$ cat src/core/hnfd_pkg.sv
// Purpose: shared constants and carrier types for the hardener no-flow detector
// Assumes: 10 MHz system clock; loop current arrives as a digitised code in microamps
// Notes:   all currents are in uA, all times in ms unless the name says otherwise
package hnfd_pkg;
   // clock and sampling
   localparam int unsigned CLK_HZ           = 10_000_000;
   localparam int unsigned SAMPLE_PERIOD_US = 1000;
   localparam int unsigned SAMPLE_CYCLES    = (CLK_HZ / 1_000_000) * SAMPLE_PERIOD_US;
   localparam int unsigned TICK_CNT_W       = 16;

   // data widths
   localparam int unsigned CUR_W            = 16;
   localparam int unsigned TIME_W           = 16;

   // no-flow time added per sample tick
   localparam logic [TIME_W-1:0] MS_PER_TICK = TIME_W'(SAMPLE_PERIOD_US / 1000);
   localparam logic [TIME_W-1:0] TIME_MAX    = 16'hffff;
   localparam logic [TIME_W-1:0] TIMER_RST   = 16'h0000;

   // valid span of the current loop, 4 mA to 20 mA
   localparam logic [CUR_W-1:0] LOOP_MIN_UA  = 16'h0fa0;
   localparam logic [CUR_W-1:0] LOOP_MAX_UA  = 16'h4e20;
   localparam logic [CUR_W-1:0] CUR_RST      = 16'h0000;

   // recommended starting settings: 4 s, 6 mA, 10 mA, 100 ms margin
   localparam logic [TIME_W-1:0] DEF_DELAY_MS    = 16'h0fa0;
   localparam logic [CUR_W-1:0]  DEF_NO_FLOW_UA  = 16'h1770;
   localparam logic [CUR_W-1:0]  DEF_FLOW_ON_UA  = 16'h2710;
   localparam logic [TIME_W-1:0] MIN_MARGIN_MS   = 16'h0064;

   // slope of successive samples
   typedef enum logic [1:0] {
      HNFD_SLOPE_STEADY  = 2'b00,
      HNFD_SLOPE_RISING  = 2'b01,
      HNFD_SLOPE_FALLING = 2'b10
   } hnfd_slope_t;

   // detector states
   typedef enum logic [1:0] {
      HNFD_ST_IDLE   = 2'b00,
      HNFD_ST_FLOW   = 2'b01,
      HNFD_ST_NOFLOW = 2'b10,
      HNFD_ST_FAULT  = 2'b11
   } hnfd_state_t;

   // settings from the channel controller
   typedef struct packed {
      logic [CUR_W-1:0]  flow_on_ua;
      logic [CUR_W-1:0]  no_flow_ua;
      logic [TIME_W-1:0] delay_ms;
   } hnfd_cfg_t;

   // status back to the channel controller
   typedef struct packed {
      logic        flowing;
      logic        fault;
      logic        range_err;
      logic        cfg_err;
      hnfd_slope_t slope;
   } hnfd_status_t;
endpackage : hnfd_pkg

$ cat src/core/hnfd_slope.sv
// Purpose: compares each loop sample with the one before and reports the slope
// Assumes: sample_stb_i is a one-cycle pulse at the fixed sample rate
// Notes:   the first sample after reset has no predecessor and reads as steady
module hnfd_slope
   import hnfd_pkg::*;
(
   input  wire logic             clk_i,
   input  wire logic             reset_n_i,
   input  wire logic             clk_en_i,
   input  wire logic             sample_stb_i,
   input  wire logic [CUR_W-1:0] sample_i,
   output logic                  stb_o,
   output logic [CUR_W-1:0]      value_o,
   output hnfd_slope_t           slope_o
);
   logic             stb_reg,   stb_next;
   logic [CUR_W-1:0] prev_reg,  prev_next;
   logic             have_reg,  have_next;
   hnfd_slope_t      slope_reg, slope_next;

   // slope from current against previous sample
   always_comb begin
      stb_next   = sample_stb_i;
      prev_next  = prev_reg;
      have_next  = have_reg;
      slope_next = slope_reg;
      if (sample_stb_i) begin
         prev_next = sample_i;
         have_next = 1'b1;
         if (!have_reg || sample_i == prev_reg) begin
            slope_next = HNFD_SLOPE_STEADY;
         end else if (sample_i > prev_reg) begin
            slope_next = HNFD_SLOPE_RISING;
         end else begin
            slope_next = HNFD_SLOPE_FALLING;
         end
      end
   end

   // registers
   always_ff @(posedge clk_i or negedge reset_n_i) begin
      if (!reset_n_i) begin
         stb_reg   <= 1'b0;
         prev_reg  <= CUR_RST;
         have_reg  <= 1'b0;
         slope_reg <= HNFD_SLOPE_STEADY;
      end else if (clk_en_i) begin
         stb_reg   <= stb_next;
         prev_reg  <= prev_next;
         have_reg  <= have_next;
         slope_reg <= slope_next;
      end
   end

   assign stb_o   = stb_reg;
   assign value_o = prev_reg;
   assign slope_o = slope_reg;
endmodule : hnfd_slope

$ cat src/core/hnfd_detector.sv
// Purpose: decides hardener flow from a digitised 4-20 mA loop and raises a no-flow fault
// Assumes: loop code, settings and spray-on are synchronous to clk_i; code is in uA
//          spray_on_i is high while the applicator is triggered
// Notes:   the no-flow timer only runs while spray is on, and carries across spray cycles
//          a decision lands two enabled edges after its sample is captured
//          a code outside the loop span is clamped and flagged, never dropped
//          a bad setting (flow-on not above no-flow) is flagged but still used as given
//          clk_en_i low freezes the tick counter too, so the sample period stretches with it
//
// Overview of operation
// - The flow decision uses only the 4-20 mA loop current measured from the sensor amplifier.
// - A current above the flow-on level is reported as hardener flowing.
// - A current below both the no-flow and the flow-on level is reported as hardener not flowing.
// - A current between the two levels that is rising counts as flowing.
// - A current between the two levels that is steady or falling counts as not flowing.
// - No-flow time is summed in a timer and a fault is raised once it reaches the set delay.
// - The no-flow time keeps adding up over any number of spray on/off cycles.
// - The timer is cleared whenever the current meets or exceeds the flow-on level.
module hnfd_detector
   import hnfd_pkg::*;
#(
   parameter int unsigned SAMPLE_CYCLES_P = SAMPLE_CYCLES
) (
   input  wire logic              clk_i,
   input  wire logic              reset_n_i,
   input  wire logic              clk_en_i,
   input  wire logic [CUR_W-1:0]  loop_ua_i,
   input  wire hnfd_cfg_t         cfg_i,
   input  wire logic              spray_on_i,
   output hnfd_status_t           status_o,
   output logic [TIME_W-1:0]      no_flow_ms_o,
   output logic                   sample_stb_o
);
   localparam logic [TICK_CNT_W-1:0] TICK_LAST = TICK_CNT_W'(SAMPLE_CYCLES_P - 1);

   // sample tick generator
   logic [TICK_CNT_W-1:0] tick_cnt_reg, tick_cnt_next;
   logic                  tick_reg,     tick_next;

   // captured loop sample
   logic [CUR_W-1:0]      cur_reg,      cur_next;
   logic                  range_reg,    range_next;
   logic                  cap_stb_reg,  cap_stb_next;

   // slope stage results
   logic                  slope_stb;
   logic [CUR_W-1:0]      slope_value;
   hnfd_slope_t           slope_dir;

   // detector state and timer
   hnfd_state_t           state_reg,    state_next;
   logic [TIME_W-1:0]     timer_reg,    timer_next;
   hnfd_status_t          status_reg,   status_next;

   // classification of the latest sample
   logic                  at_flow_on;
   logic                  below_no_flow;
   logic                  seen_flow;
   logic [TIME_W:0]       timer_sum;
   logic [TIME_W-1:0]     timer_add;

   // fixed-period sample tick
   // counts enabled edges only, so a frozen clock enable stretches the period
   // >= rather than == recovers if the count ever lands past the last value
   always_comb begin
      tick_cnt_next = tick_cnt_reg + 16'h0001;
      tick_next     = 1'b0;
      if (tick_cnt_reg >= TICK_LAST) begin
         tick_cnt_next = 16'h0000;
         tick_next     = 1'b1;
      end
   end

   always_ff @(posedge clk_i or negedge reset_n_i) begin
      if (!reset_n_i) begin
         tick_cnt_reg <= 16'h0000;
         tick_reg     <= 1'b0;
      end else if (clk_en_i) begin
         tick_cnt_reg <= tick_cnt_next;
         tick_reg     <= tick_next;
      end
   end

   // capture the loop code, clamping it into the 4-20 mA span
   // a broken loop reads as the floor, so it still counts as no flow
   // the range flag is refreshed on every capture and clears once the loop is back in span
   always_comb begin
      cur_next     = cur_reg;
      range_next   = range_reg;
      cap_stb_next = tick_reg;
      if (tick_reg) begin
         range_next = 1'b0;
         if (loop_ua_i < LOOP_MIN_UA) begin
            cur_next   = LOOP_MIN_UA;
            range_next = 1'b1;
         end else if (loop_ua_i > LOOP_MAX_UA) begin
            cur_next   = LOOP_MAX_UA;
            range_next = 1'b1;
         end else begin
            cur_next = loop_ua_i;
         end
      end
   end

   always_ff @(posedge clk_i or negedge reset_n_i) begin
      if (!reset_n_i) begin
         cur_reg     <= CUR_RST;
         range_reg   <= 1'b0;
         cap_stb_reg <= 1'b0;
      end else if (clk_en_i) begin
         cur_reg     <= cur_next;
         range_reg   <= range_next;
         cap_stb_reg <= cap_stb_next;
      end
   end

   // slope against the previous sample
   // this stage adds one edge, so a decision lands two edges after capture
   hnfd_slope u_slope (
      .clk_i        (clk_i),
      .reset_n_i    (reset_n_i),
      .clk_en_i     (clk_en_i),
      .sample_stb_i (cap_stb_reg),
      .sample_i     (cur_reg),
      .stb_o        (slope_stb),
      .value_o      (slope_value),
      .slope_o      (slope_dir)
   );

   // flow decision for the sample leaving the slope stage
   // a sample equal to the no-flow level falls in the band and needs a rising slope
   // the thresholds are read live, so new settings act at the next decision
   // a bad setting makes the two tests overlap; the flow-on test then wins
   always_comb begin
      at_flow_on    = (slope_value >= cfg_i.flow_on_ua);
      below_no_flow = (slope_value <  cfg_i.no_flow_ua);
      if (at_flow_on) begin
         seen_flow = 1'b1;
      end else if (below_no_flow) begin
         seen_flow = 1'b0;
      end else if (slope_dir == HNFD_SLOPE_RISING) begin
         seen_flow = 1'b1;
      end else begin
         seen_flow = 1'b0;
      end
   end

   // saturating no-flow time sum
   // saturating keeps a long no-flow spell from wrapping back to zero
   assign timer_add = (timer_sum[TIME_W]) ? TIME_MAX : timer_sum[TIME_W-1:0];
   assign timer_sum = {1'b0, timer_reg} + {1'b0, MS_PER_TICK};

   // state, timer and status
   always_comb begin
      state_next  = state_reg;
      timer_next  = timer_reg;
      status_next = status_reg;
      // both flags follow their sources on every enabled edge, not only at decisions
      status_next.range_err = range_reg;
      status_next.cfg_err   = (cfg_i.flow_on_ua <= cfg_i.no_flow_ua);
      if (slope_stb) begin
         status_next.slope   = slope_dir;
         status_next.flowing = seen_flow;
         // spray off holds the timer unless the sample is at flow-on; a rising sample in the band neither clears nor adds
         if (at_flow_on) begin
            timer_next = TIMER_RST;
         end else if (!seen_flow && spray_on_i) begin
            timer_next = timer_add;
         end
         case (state_reg)
            HNFD_ST_IDLE,
            HNFD_ST_FLOW,
            HNFD_ST_NOFLOW: begin
               // fault is judged on the sum being written, so a zero delay faults at once
               if (at_flow_on || seen_flow) begin
                  state_next = HNFD_ST_FLOW;
               end else if (spray_on_i && timer_add >= cfg_i.delay_ms) begin
                  state_next = HNFD_ST_FAULT;
               end else begin
                  state_next = HNFD_ST_NOFLOW;
               end
            end
            HNFD_ST_FAULT: begin
               // only a clearing sample lets the fault go
               // a rising sample inside the band leaves it raised
               if (at_flow_on) begin
                  state_next = HNFD_ST_FLOW;
               end
            end
            default: begin
               // an unused code falls back to idle
               state_next = HNFD_ST_IDLE;
            end
         endcase
         status_next.fault = (state_next == HNFD_ST_FAULT);
      end
   end

   // state, timer and status registers
   always_ff @(posedge clk_i or negedge reset_n_i) begin
      if (!reset_n_i) begin
         state_reg  <= HNFD_ST_IDLE;
         timer_reg  <= TIMER_RST;
         status_reg <= '0;
      end else if (clk_en_i) begin
         state_reg  <= state_next;
         timer_reg  <= timer_next;
         status_reg <= status_next;
      end
   end

   // outputs straight from flops
   // nothing combinational reaches the pins, so the far side sees clean levels
   assign status_o     = status_reg;
   assign no_flow_ms_o = timer_reg;
   assign sample_stb_o = slope_stb;
endmodule : hnfd_detector

$ cat config.mk
export PLATFORM = sky130hd
export DESIGN_NAME = hnfd_detector
export DESIGN_NICKNAME = d
export VERILOG_FILES = /design/src/core/hnfd_pkg.sv /design/src/core/hnfd_slope.sv /design/src/core/hnfd_detector.sv
export SDC_FILE = /design/constraint.sdc
export NUM_CORES = 1
export LEC_CHECK = 0
export BUFFER_PORTS_ARGS = -buffer_cell sky130_fd_sc_hd__buf_2
export CAP_MARGIN = 5
export CORE_MARGIN = 2
export CORE_UTILIZATION = 52
export CTS_BUF_LIST = sky130_fd_sc_hd__clkbuf_4 sky130_fd_sc_hd__clkbuf_8 sky130_fd_sc_hd__clkbuf_16
export DETAILED_ROUTE_END_ITERATION = 6
export PLACE_DENSITY = 0.77
export SYNTH_ARGS = -nofsm -noshare
export SYNTH_HDL_FRONTEND = slang
export SYNTH_SLANG_ARGS = --single-unit
$ cat constraint.sdc
create_clock -name clk_i -period 3 [get_ports clk_i]
set_input_delay 0 -clock clk_i [delete_from_list [all_inputs] [get_ports clk_i]]
set_output_delay 0 -clock clk_i [all_outputs]
set_load 0.02 [all_outputs]
==> results of run 1 <==
==> layer usage <==
| metal | vias to the layer above | part of all wire [%] | global-route usage (%) |
|---|---|---|---|
| li1 | 2363 | - | - |
| met1 | 2272 | 47 | 31.7 |
| met2 | 111 | 48 | 38.4 |
| met3 | 4 | 4.1 | 4.13 |
| met4 | 0 | 0.67 | 6.96 |
| met5 | - | 0 | 0 |
==> worst max-delay path: cells and delay by family, from the launching register on <==
kind            cells  cell delay, ns
flops               1            0.39
simple gates        4            0.62
compound gates      6            1.11
fa+ha+maj           2            0.57
==> power by group <==
group | leakage (nW) | switching [mW] | total [mW] | internal [mW]
logic | 2.34 | 0.626 | 1.17 | 0.544
registers | 0.999 | 0.200 | 1.44 | 1.25
clock network | 0.0968 | 0.430 | 0.824 | 0.394
==> what timing repair did <==
item / CTS / global route
gates resized for setup: 0 / 4
hold buffers: 17 / 0
endpoints found under the hold margin: 94 / 0
setup endpoints to repair: 0 / 2
==> worst min-delay path by stage <==
stage / start / to / slack, ns / depth (start not counted)
after global placement: reset_n_i / u_slope.value_o[8] / 0.23 / 1
final: clk_en_i / tick_cnt_reg[15] / 0.07 / 2
after CTS: clk_en_i / tick_cnt_reg[15] / 0.05 / 2
after global routing: spray_on_i / no_flow_ms_o[0] / 0.06 / 3
after floorplan: reset_n_i / cap_stb_next / -0.30 / 0
after detailed placement: reset_n_i / status_o[2] / 0.23 / 1
==> final cells by class <==
class	count	area [um^2]
clock buffer	9	124
clock inverter	7	80.1
fill	856	3790
inverter	74	278
multi-input combinational	427	3230
sequential	79	1980
tap	136	170
timing repair buffer	114	676
==> synth_stat cells (all sizes together) (5+ instances only) <==
cell	count	area [um^2]
a21oi	41	216
dfrtp	79	1980
nand3	15	80.1
o21a	6	46.3
xnor2	6	52.6
nor4	6	37.5
nor2	33	129
nor3	6	35.0
ha	81	1010
inv	74	278
nand2b	5	38.8
a22o	24	216
nand2	50	188
a21o	12	90.1
o211ai	6	45.0
buf	8	55.0
and4	5	47.6
o21ai	32	160
clkbuf	6	22.5
nor2b	5	31.3
and2	7	43.8
nand4	11	68.8
xor2	7	61.3
and3	10	62.6
a31oi	7	43.8
mux2	16	180
==> cells in the final DEF (no fill, tap or decap), drive strengths merged, types with 7 or more instances in the layout <==
cell type     n
nand3        15
ha           81
a31oi         7
and3         10
a21o         12
and2          7
o21ai        32
dlygate4sd3  17
nand2        50
xor2          7
a22o         24
clkbuf        9
dfrtp        79
a21oi        41
mux2         16
nand4        11
inv          77
nor2         33
buf          97
==> kinds of logic after synthesis <==
family | synth area share, %
AOI/OAI and AO/OA | 19.1
xor gates and xnor gates | 2.05
adders and majority gates | 18.3
buffers and inverters | 6.41
DFF | 35.7
muxes | 3.61
and+or+nand+nor | 14.9
==> reports/metrics.yaml, run 1 <==
finalCoreUtilization_pct: 63.3
path_class: "reg -> reg"
place_congestion: 0.887
io_buffers: 90
die_h_um: 107
path_cells: "ha_1, and4_1, and3_4, nand3_4, o21ai_0, ha_1, o211ai_1, a21oi_1, o41a_1, o21ai_1, a41o_2, nand2_1"
worst_slack_ns: 0.190
drt-total-wl_um: 12600
antenna_found_initial: 0
maxSlewHeadroom_pct: 33.4
place_ws_ns: 0.0314
cp_slowest_stage_delay_ns: 0.39
p_per_area_mw_per_mm2: 526
setup_tns_ns: 0
worstPathRequired_ns: 3.26
cp-startpoint: "no_flow_ms_o[0]"
initial_utilization_pct: 53.7
grt_max_degree: 80
core.rowCount: 37
leakagePower_nw: 3.43
postSynthCellCount: 594
fin_hold_ws_ns: 0.0660
setup_viol: 0
placed_area_mm2: 0.00614
worstMarginPinSlew_ns: 0.998
cts_tree: "done"
drtIter0Drc: 191
cts_root_buffer: "clkbuf_8"
final_nets: 854
htreeDepth: 3
synthDistinctLibCells: 60
crit_top_cell: "ha_1"
cts_buffer_depth: 2
rr_worst_depth: 12
cp-end-kind: "flip-flop"
worstSkewPairLatency_ns: 0.36
skew_ns: 0.0140
yosysWarnings: 0
fin_crit_ns: 2.81
fin_crit_sh_pct: 93.7
fmax_ghz: 0.356
post-route-cell-area_mm2: 0.00653
r2r_slack_ns: 0.19
grt_pass1_vias: 4792
drtAntennaViolNets: 0
dr.pass1.iters: 4
synth_seq_cells: 79
core_region_area_mm2: 0.0103
gr-total-overflow: 0
vias: 4750
drv_slew: 0
vdd_drop_max_mv: 0.311
synth_edf_count: 0
dp.cells: 813
cp-start-kind: "flip-flop"
syn_avg_cell_area_um2: 9.33
crit_arrival_ns: 3.07
cts_buffers: 9
drc_errors: 0
dp_hpwl_um: 9760
die_x_um: 107
viasPerCell: 5.61
synth_flop_cell: "dfrtp_1"
area_growth_pct: 17.9
crit_fanout: 13
final_cells: 846
cts.sinks: 79
cp_slowest_cell: "dfrtp_1"
diodes: 0
drv_cap: 0
rsz0062_at_grt: "no"
yosysSeqAreaShare_pct: 35.7
status: "completed"
post-cts-setup-buffer-count: 0
crit_path_end: "state_reg[0]"
hold_path_class: "in -> reg"
r2r_end: "state_reg[0]"
p_total_mw: 3.44
die_area_mm2: 0.0115
synth.net_count: 743
clk_pin_slew_ns: 0.09
hold_viol: 0
async_flop_share_pct: 100
num_io_pins: 91
grt_pass1_wl_um: 21600
grt.total_usage_pct: 23.4
r2r_start: "no_flow_ms_o[0]"
drive_gt1_share_pct: 21.0
netlist_area_mm2: 0.00554
wire_per_inst_um: 14.9
Power figures use the tool's default switching activity.
==> run 2, diff against run 1 <==
--- a/config.mk
+++ b/config.mk
@@ -11,7 +11,7 @@
 export CORE_UTILIZATION = 52
 export CTS_BUF_LIST = sky130_fd_sc_hd__clkbuf_4 sky130_fd_sc_hd__clkbuf_8 sky130_fd_sc_hd__clkbuf_16
 export DETAILED_ROUTE_END_ITERATION = 6
-export PLACE_DENSITY = 0.77
+export PLACE_DENSITY = 0.73
 export SYNTH_ARGS = -nofsm -noshare
 export SYNTH_HDL_FRONTEND = slang
 export SYNTH_SLANG_ARGS = --single-unit
==> run 2 against run 1 <==
Power down 2.4%. First-iteration DRC count is 40% higher. Clock skew about the same. Critical path depth is 1 higher. Clock-buffer cell count rose by 1. Sequential share of layout area up 0.099 points. Cell area fell by 0.33%. Non-clock buffer count unchanged. Global-route usage down 0.44 points. Wire length fell by 1.2%. Via count down 1.1%. Sequential power about the same. Critical path type unchanged. Highest routed layer unchanged.
==> reports/metrics.yaml, run 2 (synthesized netlist as in run 1, its figures left out) <==
status: "completed"
initial_utilization_pct: 53.7  # unchanged
critPathTopFamily: "simple AND/OR/NAND/NOR gates"
p_total_mw: 3.36  # -2.4%
crit_top_cell: "nand2_1"
worst_slack_ns: 0.267  # +0.0769 ns
rsz0062_at_grt: "no"
cts_tree: "done"
crit_arrival_ns: 2.98  # -0.09 ns
cp_slowest_cell: "dfrtp_1"
core.rowCount: 37  # unchanged
path_class: "reg -> reg"
grt_pass1_wl_um: 21200  # -1.8%
gr-total-overflow: 0  # unchanged
viasPerCell: 5.55  # -1.1%
vdd_drop_max_mv: 0.438  # +41%
cp-end-kind: "flip-flop"
drtAntennaViolNets: 0  # unchanged
fin_hold_ws_ns: 0.0521  # -0.0139 ns
mostFrequentLayoutCells: "buf_2 (89), ha_1 (80), dfrtp_1 (79)"
hold_viol: 0  # unchanged
drt-total-wl_um: 12500  # -1.2%
worstPathRequired_ns: 3.25  # about the same
skew_ns: 0.0138  # -0.000166 ns
grt.total_usage_pct: 23.0  # -0.44 points
setup_viol: 0  # unchanged
cts_root_buffer: "clkbuf_8"
drv_cap: 0  # unchanged
diodes: 0  # unchanged
cts_buffer_depth: 2  # unchanged
vias: 4697  # -1.1%
core_region_area_mm2: 0.0103  # unchanged
dp_hpwl_um: 9620  # -1.4%
htreeDepth: 3  # unchanged
leakagePower_nw: 3.42  # -0.30%
hold_path_class: "in -> reg"
worstSkewPairLatency_ns: 0.36  # about the same
setup_tns_ns: 0  # unchanged
final_common_cell: "buf_2"
cp_num_buf_inv: 1  # +1
clk_pin_slew_ns: 0.09  # about the same
fmax_ghz: 0.366  # +2.8%
final_nets: 854  # unchanged
antenna_found_initial: 0  # unchanged
fin_crit_sh_pct: 91.1  # -2.6 points
place_ws_ns: 0.189  # +0.158 ns
crit_fanout: 5  # -8
drive_gt1_share_pct: 21.1  # +0.14 points
p_per_area_mw_per_mm2: 516  # -2.1%
die_h_um: 107  # unchanged
drv_slew: 0  # unchanged
grt_pass1_vias: 4692  # -2.1%
num_io_pins: 91  # unchanged
cp-start-kind: "flip-flop"
die_area_mm2: 0.0115  # unchanged
placed_area_mm2: 0.00614  # unchanged
io_buffers: 90  # unchanged
fin_crit_ns: 2.73  # -0.0769 ns
drtIter0Drc: 267  # +40%
wire_per_inst_um: 14.7  # -1.2%
maxSlewHeadroom_pct: 34.1  # +0.64 points
post-route-cell-area_mm2: 0.00651  # -0.33%
cp_slowest_stage_delay_ns: 0.36  # -0.03 ns
cts.sinks: 79  # unchanged
worstMarginPinSlew_ns: 0.989  # -0.00955 ns
drc_errors: 0  # unchanged
place_congestion: 0.883  # -0.42%
die_x_um: 107  # unchanged
r2r_slack_ns: 0.27  # +0.08 ns
area_growth_pct: 17.5
dr.pass1.iters: 4  # unchanged
path_cells: "buf_4, and4_1, nand4_1, nor2_2, xnor2_1, nand2_1, ha_1, a21o_1, a21oi_1, nor2b_1, o21ai_0, a41o_2, nand2_1"
grt_max_degree: 80  # unchanged
cts_buffers: 9  # unchanged
[run 2: cell count changes in the layout (fill, tap and decap cells not counted), sizes merged]
cell	previous run	this run
bufinv	1	0
clkbuf	9	10
[run 2: through the flow]
step,std cells,utilization (%)
floorplan,594,-
global placement,813,59.5
detailed placement,813,59.5
CTS,846,62.9
global route,846,63.1
finish,846,63.1
[run 2: layout make-up]
class / count / area (um^2)
Timing Repair Buffer: 114 / 676
Sequential cell: 79 / 1980
Multi-Input combinational cell: 427 / 3220
Clock inverter: 6 / 50.0
Tap cell: 136 / 170
Inverter: 74 / 278
Clock buffer: 10 / 138
Fill cell: 871 / 3810
[run 2: worst reg2reg max path: stages, from the launching register on]
cell     delay, ns
dfrtp_1       0.36
buf_4         0.14
and4_1        0.24
nand4_1       0.26
nor2_2        0.23
xnor2_1       0.14
nand2_1       0.10
ha_1          0.29
a21o_1        0.18
a21oi_1       0.16
nor2b_1       0.06
o21ai_0       0.19
a41o_2        0.21
nand2_1       0.04
[run 2: worst paths after layout]
kind | from | to | cells after the start
setup / recovery | no_flow_ms_o[0] | state_reg[0] | 13
hold / removal | spray_on_i | no_flow_ms_o[0] | 3
setup reg to reg | no_flow_ms_o[0] | state_reg[0] | 13
hold reg to reg | u_slope.have_reg | u_slope.have_reg | 1
max in group asynchronous | reset_n_i | cur_reg[15] | 2
min in group asynchronous | reset_n_i | status_o[2] | 2
[run 2: timing repair]
action                     in CTS  in global routing
hold buffers                   17                  0
setup endpoints to repair       0                  2
resized for setup               0                  4
setup buffers                   0                  0
hold endpoints to repair       94                  0
[run 2: where the power goes]
part | internal [mW] | leakage [nW] | switching [mW]
logic | 0.541 | 2.33 | 0.610
registers | 1.25 | 0.999 | 0.196
clock network | 0.333 | 0.0899 | 0.431
total | 2.12 | 3.42 | 1.24
[run 2: layer usage]
layer | vias up | GRT usage (%) | wire [um]
li1 | 2366 | - | -
met1 | 2216 | 31.0 | 5960
met2 | 106 | 38.6 | 5760
met3 | 9 | 4.19 | 631
met4 | 0 | 5.10 | 110
met5 | - | 0 | 0
